File: config.mk
export PLATFORM = sky130hd
export DESIGN_NAME = pce_regs
export DESIGN_NICKNAME = d
export VERILOG_FILES = /design/src/pkg/pce_pkg.sv /design/src/logic/pce_regs.sv
export VERILOG_INCLUDE_DIRS = /design/src /design/src/pkg
export SDC_FILE = /design/constraint.sdc
export NUM_CORES = 1
export LEC_CHECK = 0
export BUFFER_PORTS_ARGS = -buffer_cell sky130_fd_sc_hd__buf_2
export CAP_MARGIN = 40
export CORE_ASPECT_RATIO = 1.2
export CORE_MARGIN = 2
export CORE_UTILIZATION = 40
export CTS_BUF_LIST = sky130_fd_sc_hd__clkbuf_8
export CTS_CLUSTER_DIAMETER = 50
export DETAILED_ROUTE_END_ITERATION = 6
export MAX_ROUTING_LAYER = met4
export PLACE_DENSITY = 0.7
export SLEW_MARGIN = 10
export SYNTH_ARGS = -nofsm -noshare
export SYNTH_HDL_FRONTEND = slang
export SYNTH_SLANG_ARGS = --single-unit
export TNS_END_PERCENT = 10
File: constraint.sdc
create_clock -name clock -period 2.4 [get_ports clock]
set_clock_uncertainty 0.1 [all_clocks]
set_input_delay 0.48 -clock clock [delete_from_list [all_inputs] [get_ports clock]]
set_output_delay 0.48 -clock clock [all_outputs]
set_load 0.03 [all_outputs]
File: src/pkg/pce_params.svh
/*
 * offsets, field positions, reset values and the unlock key of the
 * power-controller register slice; assumes 8-bit register addresses.
 */
`ifndef PCE_PARAMS_SVH
`define PCE_PARAMS_SVH

`define PCE_ADDR_CTRL 8'h06
`define PCE_ADDR_FLAGS 8'h07
`define PCE_ADDR_KEY 8'h10
`define PCE_ADDR_ENABLE 8'h11

`define PCE_CTRL_ACQ_BIT 0
`define PCE_CTRL_PFSD_BIT 1
`define PCE_EN_RAIL5_BIT 4
`define PCE_EN_RAIL6_BIT 5
`define PCE_EN_WIDTH 6
`define PCE_SEQ_WIDTH 5

`define PCE_RST_CTRL 8'h00
`define PCE_RST_FLAGS 8'h00
`define PCE_RST_ENABLE 6'h00
`define PCE_KEY_READBACK 8'h00

// arbitrary unlock value
`define PCE_UNLOCK_VALUE 8'h5A

`endif

File: src/pkg/pce_pkg.sv
/*
 * types of the power-controller register slice;
 * assumes pce_params.svh supplies the numbers.
 */
`default_nettype none
package pce_pkg;
    typedef logic [7:0] pce_byte_t;
    typedef enum logic [1:0] {
        PCE_PWR_ACTIVE = 2'h1,
        PCE_PWR_OFF = 2'h2
    } pce_pwr_e;
endpackage : pce_pkg
`default_nettype wire

File: src/logic/pce_regs.sv
/*
 * control, resume-flag, unlock-key and rail-enable registers of the
 * power controller. assumes the serial front end presents one-cycle
 * read and write strobes on this clock, and that the sequencer, wake
 * logic and seal state come from logic on the same clock.
 */
`default_nettype none
`include "pce_params.svh"

// Notes on behaviour
// - shutdown enabled and power-fail output low: all rails off, off state
// - shutdown disabled: power-fail output leaves controller state alone
// - writing 1 to acquire bit starts measurement; self-clears; 0 ignored
// - general output flags read 1 after suspend wake with output enabled
// - linear and rail 4 flags set on suspend wake, cleared from off
// - buck rail 1-3 flags read 1 only after suspend wake with rail enabled
// - flag register is read-only and resets to zero
// - unlock key register always reads zero
// - writing the unlock value to the key register grants access to protected enable register
// - enable bits 5..0 drive rails 6..1; bits 7-6 read zero
// - sequencer updates rail 1-5 enables by itself during sequencing
// - clearing rail 5 or 6 enable by a register write works only while seal reads 0
// - seal reads 0 while intact, 1 once broken
module pce_regs (
    // clock and reset
    input wire logic clock,
    input wire logic rst,
    // register port from the serial front end
    input wire logic reg_wr,
    input wire logic reg_rd,
    input wire logic [7:0] reg_addr,
    input wire logic [7:0] reg_wdata,
    output logic [7:0] reg_rdata,
    output logic reg_rvalid,
    // power-fail comparator pin
    input wire logic power_fail_out_n,
    // sequencer, wake and seal state
    input wire logic seq_update,
    input wire logic [4:0] seq_rail_en,
    input wire logic wake_pulse,
    input wire logic wake_from_suspend,
    input wire logic [7:0] suspend_en_snapshot,
    input wire logic freshness_seal,
    // controls out
    output logic [5:0] rail_enable,
    output logic cell_acquire_start,
    output logic power_off,
    output logic unlocked
);

    logic pf_s1_reg, pf_s2_reg, pf_s3_reg, pf_n_reg, pf_n_next;
    logic pfsd_reg, pfsd_next, acq_reg, acq_next;
    logic unlock_reg, unlock_next;
    logic [7:0] flags_reg, flags_next;
    logic [5:0] en_reg, en_next;
    logic [7:0] rdata_reg, rdata_next;
    logic rvalid_reg, rvalid_next;
    pce_pkg::pce_pwr_e pwr_reg, pwr_next;
    logic off_reg, off_next;
    logic trip;

    function automatic logic hit(input logic [7:0] a, input logic [7:0] b);
        hit = (a == b);
    endfunction : hit

    // three stages; only the last two are compared
    always_ff @(posedge clock) begin
        if (rst) begin
            pf_s1_reg <= 1'b1;
            pf_s2_reg <= 1'b1;
            pf_s3_reg <= 1'b1;
        end else begin
            pf_s1_reg <= power_fail_out_n;
            pf_s2_reg <= pf_s1_reg;
            pf_s3_reg <= pf_s2_reg;
        end
    end

    always_comb begin
        pf_n_next = pf_n_reg;
        if (pf_s2_reg == pf_s3_reg) begin
            pf_n_next = pf_s3_reg;
        end
    end

    assign trip = pfsd_reg & ~pf_n_reg;

    always_comb begin
        pfsd_next = pfsd_reg;
        acq_next = 1'b0;
        unlock_next = unlock_reg;
        flags_next = flags_reg;
        en_next = en_reg;
        pwr_next = pwr_reg;
        if (reg_wr && hit(reg_addr, `PCE_ADDR_CTRL)) begin
            pfsd_next = reg_wdata[`PCE_CTRL_PFSD_BIT];
            // a new 1 beats the self-clear of the previous request
            acq_next = reg_wdata[`PCE_CTRL_ACQ_BIT];
        end
        if (reg_wr) begin
            // key is one-shot: any write after the key relocks
            unlock_next = hit(reg_addr, `PCE_ADDR_KEY) &&
                hit(reg_wdata, `PCE_UNLOCK_VALUE);
        end
        if (reg_wr && hit(reg_addr, `PCE_ADDR_ENABLE) && unlock_reg) begin
            en_next = reg_wdata[`PCE_EN_WIDTH-1:0];
            if (freshness_seal) begin
                en_next[`PCE_EN_RAIL5_BIT] = reg_wdata[`PCE_EN_RAIL5_BIT] |
                    en_reg[`PCE_EN_RAIL5_BIT];
                en_next[`PCE_EN_RAIL6_BIT] = reg_wdata[`PCE_EN_RAIL6_BIT] |
                    en_reg[`PCE_EN_RAIL6_BIT];
            end
        end
        if (seq_update) begin
            en_next[`PCE_SEQ_WIDTH-1:0] = seq_rail_en;
        end
        if (wake_pulse) begin
            // snapshot order matches flag bit order
            flags_next = wake_from_suspend ? suspend_en_snapshot :
                `PCE_RST_FLAGS;
        end
        unique case (pwr_reg)
            pce_pkg::PCE_PWR_ACTIVE: begin
                if (trip) begin
                    pwr_next = pce_pkg::PCE_PWR_OFF;
                end
            end
            pce_pkg::PCE_PWR_OFF: begin
                if (wake_pulse && !trip) begin
                    pwr_next = pce_pkg::PCE_PWR_ACTIVE;
                end
            end
            default: pwr_next = pce_pkg::PCE_PWR_OFF;
        endcase
        if (trip) begin
            en_next = `PCE_RST_ENABLE;
        end
        // registered decode so the off output never glitches
        off_next = (pwr_next == pce_pkg::PCE_PWR_OFF);
    end

    always_comb begin
        rvalid_next = reg_rd;
        rdata_next = 8'h00;
        if (reg_rd) begin
            unique case (1'b1)
                hit(reg_addr, `PCE_ADDR_CTRL):
                    rdata_next = {6'h00, pfsd_reg, acq_reg};
                hit(reg_addr, `PCE_ADDR_FLAGS):
                    rdata_next = flags_reg;
                hit(reg_addr, `PCE_ADDR_KEY):
                    rdata_next = `PCE_KEY_READBACK;
                hit(reg_addr, `PCE_ADDR_ENABLE):
                    rdata_next = {2'h0, en_reg};
                default: rdata_next = 8'h00;
            endcase
        end
    end

    always_ff @(posedge clock) begin
        if (rst) begin
            pf_n_reg <= 1'b1;
            pfsd_reg <= 1'(`PCE_RST_CTRL >> `PCE_CTRL_PFSD_BIT);
            acq_reg <= 1'b0;
            unlock_reg <= 1'b0;
            flags_reg <= `PCE_RST_FLAGS;
            en_reg <= `PCE_RST_ENABLE;
            pwr_reg <= pce_pkg::PCE_PWR_ACTIVE;
            off_reg <= 1'b0;
            rdata_reg <= 8'h00;
            rvalid_reg <= 1'b0;
        end else begin
            pf_n_reg <= pf_n_next;
            pfsd_reg <= pfsd_next;
            acq_reg <= acq_next;
            unlock_reg <= unlock_next;
            flags_reg <= flags_next;
            en_reg <= en_next;
            pwr_reg <= pwr_next;
            off_reg <= off_next;
            rdata_reg <= rdata_next;
            rvalid_reg <= rvalid_next;
        end
    end

    assign reg_rdata = rdata_reg;
    assign reg_rvalid = rvalid_reg;
    assign rail_enable = en_reg;
    assign cell_acquire_start = acq_reg;
    assign power_off = off_reg;
    assign unlocked = unlock_reg;
endmodule : pce_regs
`default_nettype wire

==> results of run 1 <==
through the flow:
step,instance area (um^2),util [%]
floorplan,1390,-
global placement,1680,50.4
detailed placement,1680,50.4
CTS,1800,53.9
global route,1800,53.9
finish,1800,53.9
power groups by stage:
| stage | sequential [mW] | clock, mW | combinational (mW) |
|---|---|---|---|
| floorplan | 0.632 | 0 | 0.0939 |
| global placement | 0.609 | 0 | 0.184 |
| detailed placement | 0.610 | 0 | 0.186 |
| CTS | 0.597 | 0.545 | 0.187 |
| global route | 0.600 | 0.572 | 0.207 |
| finish | 0.598 | 0.532 | 0.184 |
kinds of logic after synthesis:
group | after synthesis | share of synthesized area [%]
adders and majority gates | 2 | 1.80
and+or+nand+nor | 74 | 32.2
buffers and inverters | 10 | 3.34
muxes | 3 | 2.34
AOI/OAI and AO/OA | 28 | 12.7
DFF | 33 | 47.6
synthesized netlist by cell type (2+ instances only):
master    number  area (um^2)
nor3_1         4         20.0
mux2_2         2         22.5
clkbuf_1       3         11.3
o21ai_0        2         10.0
nor2_1        22         82.6
and3_1         3         18.8
nor4_1         5         31.3
inv_1          5         18.8
nand2_1        5         18.8
a21oi_1       12         60.1
or2_2          3         18.8
a22oi_1        6         45.0
nor3b_2        3         37.5
nor2b_1       15         93.8
dfxtp_1       33          661
nand3_1        2         10.0
ha_1           2         25.0
layout make-up:
cell class	count	share of cell area (%)
clock buffer	6	4.59
clock inverter	2	1.88
inverter	5	1.04
multi-input combinational	107	37.9
sequential	33	36.7
tap	37	2.57
timing repair buffer	55	15.3
worst min-delay path by stage:
stage / start / cells past startpoint / end
after floorplan: pf_s1_reg / 1 / pf_s2_reg
after global placement: pf_s1_reg / 1 / pf_s2_reg
after detailed placement: pf_s1_reg / 1 / pf_s2_reg
after CTS: power_fail_out_n / 2 / pf_s1_reg
after global routing: power_fail_out_n / 2 / pf_s1_reg
final: power_fail_out_n / 2 / pf_s1_reg
metal layers:
metal | share of wire (%) | wire length (um) | up-vias | global-route usage, %
met5 | 0 | 0 | - | -
met1 | 44 | 1350 | 567 | 19.0
met2 | 48 | 1480 | 48 | 27.3
met4 | 1.3 | 41 | 0 | 7.85
met3 | 7.0 | 217 | 6 | 5.78
li1 | - | - | 644 | -
==> metrics.md, run 1 <==
| Metric | Value |
|---|---|
| Status | finished, final reports clean |
| Net count after synthesis | 190 |
| Share of layout cells above drive strength 1 | around 36% |
| CTS resizes | 0 |
| Crit-path cells | buf_2 -> or4_4 -> nor3_4 -> nor3b_1 -> nor4_1 |
| Grt ovf | 0 |
| Pin count of the biggest net entering global routing | 17 |
| Sw power | 0.323 mW |
| Critical Path AT | approximately 1800 ps |
| DR vias/cell | 5.16 |
| Die extent in x | about 58 um |
| Buffers inserted by post-CTS timing repair | 0 |
| Setup ws final | approximately 660 ps |
| CTS Hold Bufs | 0 |
| Measured slew at the worst slew-check pin | about 440 ps |
| Final hold violation count | 0 |
| Fmax | between 500 and 600 MHz |
| WL final | between 3000 and 4000 um |
| Register area | around 660 um^2 |
| Critical path depth | 5 |
| DRT iter0 DRCs | 16 |
| DIE AREA | 3960 um^2 |
| Total GRT Usage | between 10% and 20% |
| Synth warnings | 0 |
| P per Cell Area | around 730 nW/um^2 |
| Nets | 247 |
| Sink count of the clock tree | 33 |
| Worst Setup SP | reg_addr[3] |
| Synth Register Bits | 33 |
| HP Class | in -> reg |
| Relative slew slack | roughly 71% |
| Skew-Pair Late Insertion Delay | slightly below 300 ps |
| RSZ-0062 raised after global routing | no |
| Max VDD drop | between 0.0004 and 0.0005 V |
| Final setup viols | 0 |
| Remaining DRCs | 0 |
| Root buffer cell | clkbuf_8 |
| N_diodes | 0 |
| Reg2reg path depth | 4 |
| Fin Hold WS | between 200 and 300 ps |
| Clock Pin Slew Worst Setup and Hold Paths | around 70 ps |
| P&R area growth vs syn | 29.6% |
| Starting density of the core | between 40 and 50% |
| Die Height | approximately 69 um |
| Mapped Area | between 1000 and 1500 um^2 |
| IO Pins | 56 |
| Worst slack at placement | ~340 ps |
| Crit path buf inv count | 1 |
| Leak | between 0.8 and 0.9 nW |
| Slowest CP cell | or4_4 |
| Reg2reg setup slack | 1100 ps |
| Sw frac | 24.6% |
| Placer Congestion | between 0.7 and 0.8 |
| ANT nets after route | 0 |
| Worst R2R End | rail_enable[4] |
| Post-Layout Cell Count | approximately 250 |
| H-tree depth reported by CTS | 2 |
| Bufs on Longest Clock Path | 2 |
| Min cycle time layout | ~1700 ps |
| Pins Over Slew Limit | 0 |
| Synthesized netlist cell count | 150 |
| Comb pwr share | around 14% |
| Number of synthesized flops with an enable pin | 0 |
| Worst setup endpoint | rail_enable[3] |
| CTS Buf Count | 5 |
| Ys flop type | dfxtp_1 |
| Most frequent cells in the layout | 55 x buf_2, 33 x dfxtp_1, 22 x nor2_1, 15 x nor2b_1, 12 x a21oi_1 |
| Initial antenna violation count | 0 |
| Via count | about 1300 |
| Total power | about 1.3 mW |
| Worst R2R Start | pf_n_reg |
| # rows | 23 |
| Worst path required time | around 2500 ps |
| Drt first pass iters | 4 |
| Crit Path Class | in -> reg |
| First-pass GRT wire length | about 4800 um |
| Setup TNS | 0 ps |
| Fill cells | around 330 |
| Crit. End Element | flip-flop |
| Number of port buffers | between 50 and 60 |
| Critical path fanouts, max | 10 |
| Int Power | around 1 mW |
| Vias in the first global route | 1070 |
| HPWL after detailed placement | ~2500 um |
| CP startpoint kind | input port |
| Netlist cell types | 40 |
| Core ar. | ~3300 um^2 |
| Final period utilization | between 70% and 80% |
| Slowest cell delay on critical path | about 600 ps |
| Clock share of power | between 40% and 50% |
| DP Cell Count | between 200 and 250 |
| Synthesized area per cell | 9.25 um^2 |
| Sequential fraction of the synthesis area | 47.6% |
| Reg power frac | 45.5% |
| Commonest non-fill, non-tap cell in the layout | buf_2 |
| MaxCap Viol Count | 0 |
| Area of the multi-input gates | slightly below 700 um^2 |
| Average wire per standard cell | between 10 and 15 um |
| Post-synth ARST share | 0% |
| CTS tree | built |
| Cell family with most CP delay | simple AND/OR/NAND/NOR gates |
Power figures use the tool's default switching activity.
==> run 2: changes to the inputs <==
Settings changed: PLACE_DENSITY 0.7 to 0.73.
Clock period 2.4 ns to 1.53 ns, I/O delays scaled along.
==> run 2 against run 1 <==
Against the previous run: worst setup slack got worse by 610 ps; sequential power rose by 56%; combinational power rose by 68%; cell area rose by 5.1%; hold slack got worse by 170 ps; sequential share of layout area fell by 1.8 points; critical path depth did not move; via count rose by 3.5%; non-clock buffer count rose by 11; clock power rose by 19%; die area did not move; core utilization rose by 2.7 points; highest routed layer unchanged.
==> metrics.md, run 2 (synthesis gave the netlist of run 1 again) <==
| Metric | Value |
|---|---|
| Relative slew slack | 79.9% (+9.3 points) |
| Clock Pin Slew Worst Setup and Hold Paths | 60 ps (about the same) |
| Worst path required time | 1600 ps (-870 ps) |
| P per Cell Area | 994 nW/um^2 (+36%) |
| N_diodes | 0 (unchanged) |
| Critical Path AT | 1560 ps (-260 ps) |
| Fmax | slightly below 700 MHz |
| Die extent in x | 57.8 um (unchanged) |
| Measured slew at the worst slew-check pin | 298 ps (-141 ps) |
| Final period utilization | a little over nine tenths |
| CTS Buf Count | 5 (unchanged) |
| Sw frac | 25.8% (+1.2 points) |
| Gr busiest metal | met2 |
| Average wire per standard cell | 12.5 um (-0.95%) |
| Met1 Use GR | 20.7% (+1.6 points) |
| Cell area after placement | 1780 um^2 (+5.9%) |
| Die Height | 68.5 um (unchanged) |
| Final setup viols | 0 (unchanged) |
| Setup TNS | 0 ps (unchanged) |
| Design area | 1890 um^2 (+5.1%) |
| Final hold violation count | 0 (unchanged) |
| Skew-Pair Late Insertion Delay | 280 ps (about the same) |
| Min cycle time layout | 1480 ps |
| ANT nets after route | 0 (unchanged) |
| Core ar. | 3340 um^2 (unchanged) |
| Grt ovf | 0 (unchanged) |
| Met2 Use GR | 28.6% (+1.3 points) |
| Most frequent cells in the layout | 54 x buf_2, 33 x dfxtp_1, 21 x nor2_1, 15 x nor2b_1, 12 x a21oi_1 |
| CP startpoint kind | input port |
| Starting density of the core | 41.6% (unchanged) |
| Bufs on Longest Clock Path | 2 (unchanged) |
| Critical path fanouts, max | 7 (-3) |
| Crit Path Class | in -> reg |
| P&R area growth vs syn | 36.2% |
| Pin count of the biggest net entering global routing | 15 (-2) |
| Remaining DRCs | 0 (unchanged) |
| Sw power | 0.485 mW (+50%) |
| Crit-path cells | buf_6 -> or4_4 -> nor4b_4 -> mux2i_1 -> nor2_1 |
| Critical path depth | 5 (unchanged) |
| Share of layout cells above drive strength 1 | 39.7% (+4.1 points) |
| Int Power | 1.39 mW (+41%) |
| Vias in the first global route | 1204 (+13%) |
| Slowest cell delay on critical path | 620 ps (+30 ps) |
| Buffers inserted by post-CTS timing repair | 0 (unchanged) |
| Comb pwr share | 16.5% (+2.5 points) |
| Crit. End Element | flip-flop |
| Number of port buffers | 55 (unchanged) |
| First-pass GRT wire length | 5160 um (+7.9%) |
| Clock share of power | 33.7% (-6.8 points) |
| Slowest CP cell | or4_4 |
| Reg2reg path depth | 4 (unchanged) |
| Sink count of the clock tree | 33 (unchanged) |
| WL final | 3200 um (+3.5%) |
| DIE AREA | 3960 um^2 (unchanged) |
| Hold path depth | 2 (unchanged) |
| Commonest non-fill, non-tap cell in the layout | buf_2 |
| Reg power frac | 49.8% (+4.3 points) |
| Via count | 1309 (+3.5%) |
| RSZ-0062 raised after global routing | yes |
| Leak | 0.868 nW (+8.3%) |
| # rows | 23 (unchanged) |
| Max VDD drop | 0.000569 V (+40%) |
| H-tree depth reported by CTS | 2 (unchanged) |
| Pins Over Slew Limit | 0 (unchanged) |
| CTS tree | built |
| HP Class | in -> reg |
| DRT iter0 DRCs | 19 (+3) |
| Root buffer cell | clkbuf_8 |
| Met3 GRT Util | 5.41% (-0.37 points) |
| Cell family with most CP delay | simple AND/OR/NAND/NOR gates |
| Drt first pass iters | 6 (+2) |
| MaxCap Viol Count | 0 (unchanged) |
| CTS Hold Bufs | 0 (unchanged) |
| Status | finished, final reports clean |
| IO Pins | 56 (unchanged) |
| Nets | 259 (+4.9%) |
| Placer Congestion | 0.798 (+7.0%) |
| Total GRT Usage | 17.9% (+0.99 points) |
| Initial antenna violation count | 0 (unchanged) |
| DR vias/cell | 5.11 (-0.97%) |
| HPWL after detailed placement | 2470 um (+0.58%) |
| Crit path buf inv count | 1 (unchanged) |
-- run 2: cell types whose count changed in the layout (fill, tap and decap cells not counted) --
cell | previous run | this run
buf_2 | 55 | 54
buf_4 | 0 | 11
buf_6 | 0 | 1
bufinv_16 | 1 | 0
nor2_1 | 22 | 21
nor2_2 | 0 | 1
nor3_4 | 1 | 2
nor3b_1 | 1 | 0
nor3b_2 | 3 | 4
nor4b_2 | 1 | 0
nor4b_4 | 0 | 1
-- run 2: per-stage QoR --
stage                     std cells  setup slack [ps]  hold slack [ps]  power [mW]  util, %
after floorplan                 150              -133              289        1.14        -
after global placement          248              -275              293        1.26     53.3
after detailed placement        248              -294              298        1.26     53.3
after CTS                       255              6.20              106        1.90     55.9
after global routing            256             -17.0              107        1.97     56.6
final                           256              45.9              112        1.88     56.6
-- run 2: routing by layer --
layer,wire [um],part of all wire [%],up-vias
li1,-,-,668
met1,1380,43,593
met2,1540,48,43
met3,218,6.8,5
met4,61,1.9,0
met5,0,0,-
-- run 2: final timing paths --
check | start | slack [ps] | endpoint
worst max-delay path | reg_addr[6] | 50 | pfsd_reg
worst min-delay path | power_fail_out_n | 110 | pf_s1_reg
worst max register to register | pf_n_reg | 190 | rail_enable[4]
worst min register to register | pf_s1_reg | 310 | pf_s2_reg
-- run 2: what timing repair did --
action,in CTS,in global routing
endpoints found under the hold margin,0,0
setup endpoints to repair,0,7
gates resized for setup,0,2
-- run 2: power by group through the flow --
stage                     registers (mW)  clock network (mW)  logic (mW)
after floorplan                    0.992                   0       0.149
after global placement             0.954                   0       0.302
after detailed placement           0.953                   0       0.306
after CTS                          0.935               0.655       0.309
after global routing               0.940               0.685       0.349
final                              0.935               0.634       0.309
-- run 2: final cells by class --
class                   count  area, um^2
fillers                   321        1450
multi-input cells         108         713
flip-flops and latches     33         661
repair buffers             66         364
clock buffers               6        82.6
well taps                  37        46.3
inverters                   5        18.8
clock inverters             1        3.75
==> run 3: changes to the inputs <==
Settings changed: SETUP_SLACK_MARGIN from default to 0.1.
==> run 3 against run 2 <==
Against the previous run: combinational power barely moved; sequential power is essentially flat; register-to-register slack improved by 50 ps; non-clock buffer count unchanged; cell count unchanged; total power hardly changed; sequential cell count unchanged; wire length rose by 0.66%; critical path type unchanged.
==> metrics.md, run 3 (synthesis gave the netlist of run 1 again) <==
| Metric | Value |
|---|---|
| Status | finished, final reports clean |
| Initial antenna violation count | 0 (unchanged) |
| HP Class | in -> reg |
| Crit Path Class | in -> reg |
| N_diodes | 0 (unchanged) |
| Remaining DRCs | 0 (unchanged) |
| Met3 GRT Util | 5.41% (unchanged) |
| Critical Path AT | 1550 ps (about the same) |
| Fill cells | 321 (unchanged) |
| Nets | 259 (unchanged) |
| Design area | 1890 um^2 (+0.27%) |
| Met1 Use GR | 21.0% (+0.37 points) |
| Min cycle time layout | 1480 ps (-5.14 ps) |
| Starting density of the core | 41.6% (unchanged) |
| Met2 Use GR | 28.6% (unchanged) |
| Gr busiest metal | met2 |
| Total GRT Usage | 18.0% (+0.13 points) |
| Cell area after placement | 1780 um^2 (unchanged) |
| Final hold violation count | 0 (unchanged) |
| Root buffer cell | clkbuf_8 |
| CTS tree | built |
| Worst slack at placement | -294 ps (unchanged) |
| Core ar. | 3340 um^2 (unchanged) |
| Relative slew slack | 79.8% (about the same) |
| Average wire per standard cell | 12.6 um (+0.66%) |
| Grt ovf | 0 (unchanged) |
| Final period utilization | 96.7% (-0.34 points) |
| # rows | 23 (unchanged) |
| Buffers inserted by post-CTS timing repair | 0 (unchanged) |
| DRT iter0 DRCs | 19 (unchanged) |
| Leak | 0.869 nW (+0.16%) |
| Most frequent cells in the layout | 54 x buf_2, 33 x dfxtp_1, 20 x nor2_1, 15 x nor2b_1, 12 x a21oi_1 |
| WL final | 3220 um (+0.66%) |
| Share of layout cells above drive strength 1 | 40.6% (+0.91 points) |
| Die Height | 68.5 um (unchanged) |
| Critical path fanouts, max | 7 (unchanged) |
| RSZ-0062 raised after global routing | yes |
| Fmax | 676 MHz (+0.35%) |
| Reg2reg setup slack | 240 ps (+50 ps) |
| P&R area growth vs syn | 36.5% |
| ANT nets after route | 0 (unchanged) |
| Pin count of the biggest net entering global routing | 15 (unchanged) |
| Total power | 1.88 mW (about the same) |
| Vias in the first global route | 1211 (+0.58%) |
| Crit. End Element | flip-flop |
| Via count | 1312 (+0.23%) |
| DR vias/cell | 5.13 (+0.23%) |
| Bufs on Longest Clock Path | 2 (unchanged) |
| CTS Hold Bufs | 0 (unchanged) |
| MaxCap Viol Count | 0 (unchanged) |
| Clock Pin Slew Worst Setup and Hold Paths | 60 ps (about the same) |
| Worst path required time | 1600 ps (about the same) |
| Number of port buffers | 55 (unchanged) |
| H-tree depth reported by CTS | 2 (unchanged) |
| Sink count of the clock tree | 33 (unchanged) |
| First-pass GRT wire length | 5210 um (+0.93%) |
| Die extent in x | 57.8 um (unchanged) |
| Drt first pass iters | 6 (unchanged) |
| HPWL after detailed placement | 2470 um (unchanged) |
| DIE AREA | 3960 um^2 (unchanged) |
| CP startpoint kind | input port |
| CTS Buf Count | 5 (unchanged) |
| Skew-Pair Late Insertion Delay | 280 ps (about the same) |
| IO Pins | 56 (unchanged) |
| P per Cell Area | 992 nW/um^2 (-0.23%) |
| Setup TNS | 0 ps (unchanged) |
| Pins Over Slew Limit | 0 (unchanged) |
| Max VDD drop | 0.000568 V (about the same) |
| Setup ws final | 51.0 ps (+5.14 ps) |
| Final setup viols | 0 (unchanged) |
| Measured slew at the worst slew-check pin | 299 ps (+1.13 ps) |
| Commonest non-fill, non-tap cell in the layout | buf_2 |
| Placer Congestion | 0.798 (unchanged) |
-- run 3: cell count changes in the layout (fill, tap and decap cells not counted) --
cell     previous run  this run
nand2_1             5         4
nand2_2             0         1
nor2_1             21        20
nor2_2              1         2
-- run 3: final cells by class --
cell class / instances / area (um^2) / share of cell area (%)
flip-flops and latches: 33 / 661 / 34.9
repair buffers: 66 / 364 / 19.2
clock inverters: 1 / 3.75 / 0.198
multi-input cells: 108 / 718 / 37.9
inverters: 5 / 18.8 / 0.991
well taps: 37 / 46.3 / 2.44
clock buffers: 6 / 82.6 / 4.36
-- run 3: where the power goes --
part | internal (mW) | switching [mW]
logic | 0.135 | 0.175
registers | 0.909 | 0.0262
clock network | 0.349 | 0.284
-- run 3: through the flow --
step	hold slack, ps	util [%]	cells
2_1_floorplan	289	-	150
3_3_place_gp	293	53.3	248
3_5_place_dp	298	53.3	248
4_1_cts	106	56.4	256
5_1_grt	107	56.7	256
6_report	111	56.7	256
-- run 3: metal layers --
metal | vias to the layer above | share of wire [%]
met1 | 595 | 43
met4 | 0 | 1.9
met5 | - | 0
met2 | 41 | 48
li1 | 671 | -
met3 | 5 | 6.7
-- run 3: timing repair --
item / 4_1_cts / 5_1_grt
setup endpoints to repair: 6 / 12
pin swaps: 2 / 6
cloned: 1 / 0
hold endpoints to repair: 0 / 0
resized for setup: 1 / 3
-- run 3: final timing paths --
path,from,end,cells after the start
hold reg to reg,pf_s1_reg,pf_s2_reg,1
setup / recovery,reg_addr[6],pfsd_reg,5
hold / removal,power_fail_out_n,pf_s1_reg,2
setup reg to reg,unlocked,rail_enable[1],4
-- run 3: critical path: stages --
cell and delay [ps]:
buf_6 90, or4_4 620, nor4b_4 270, mux2i_1 210
nor2_1 50
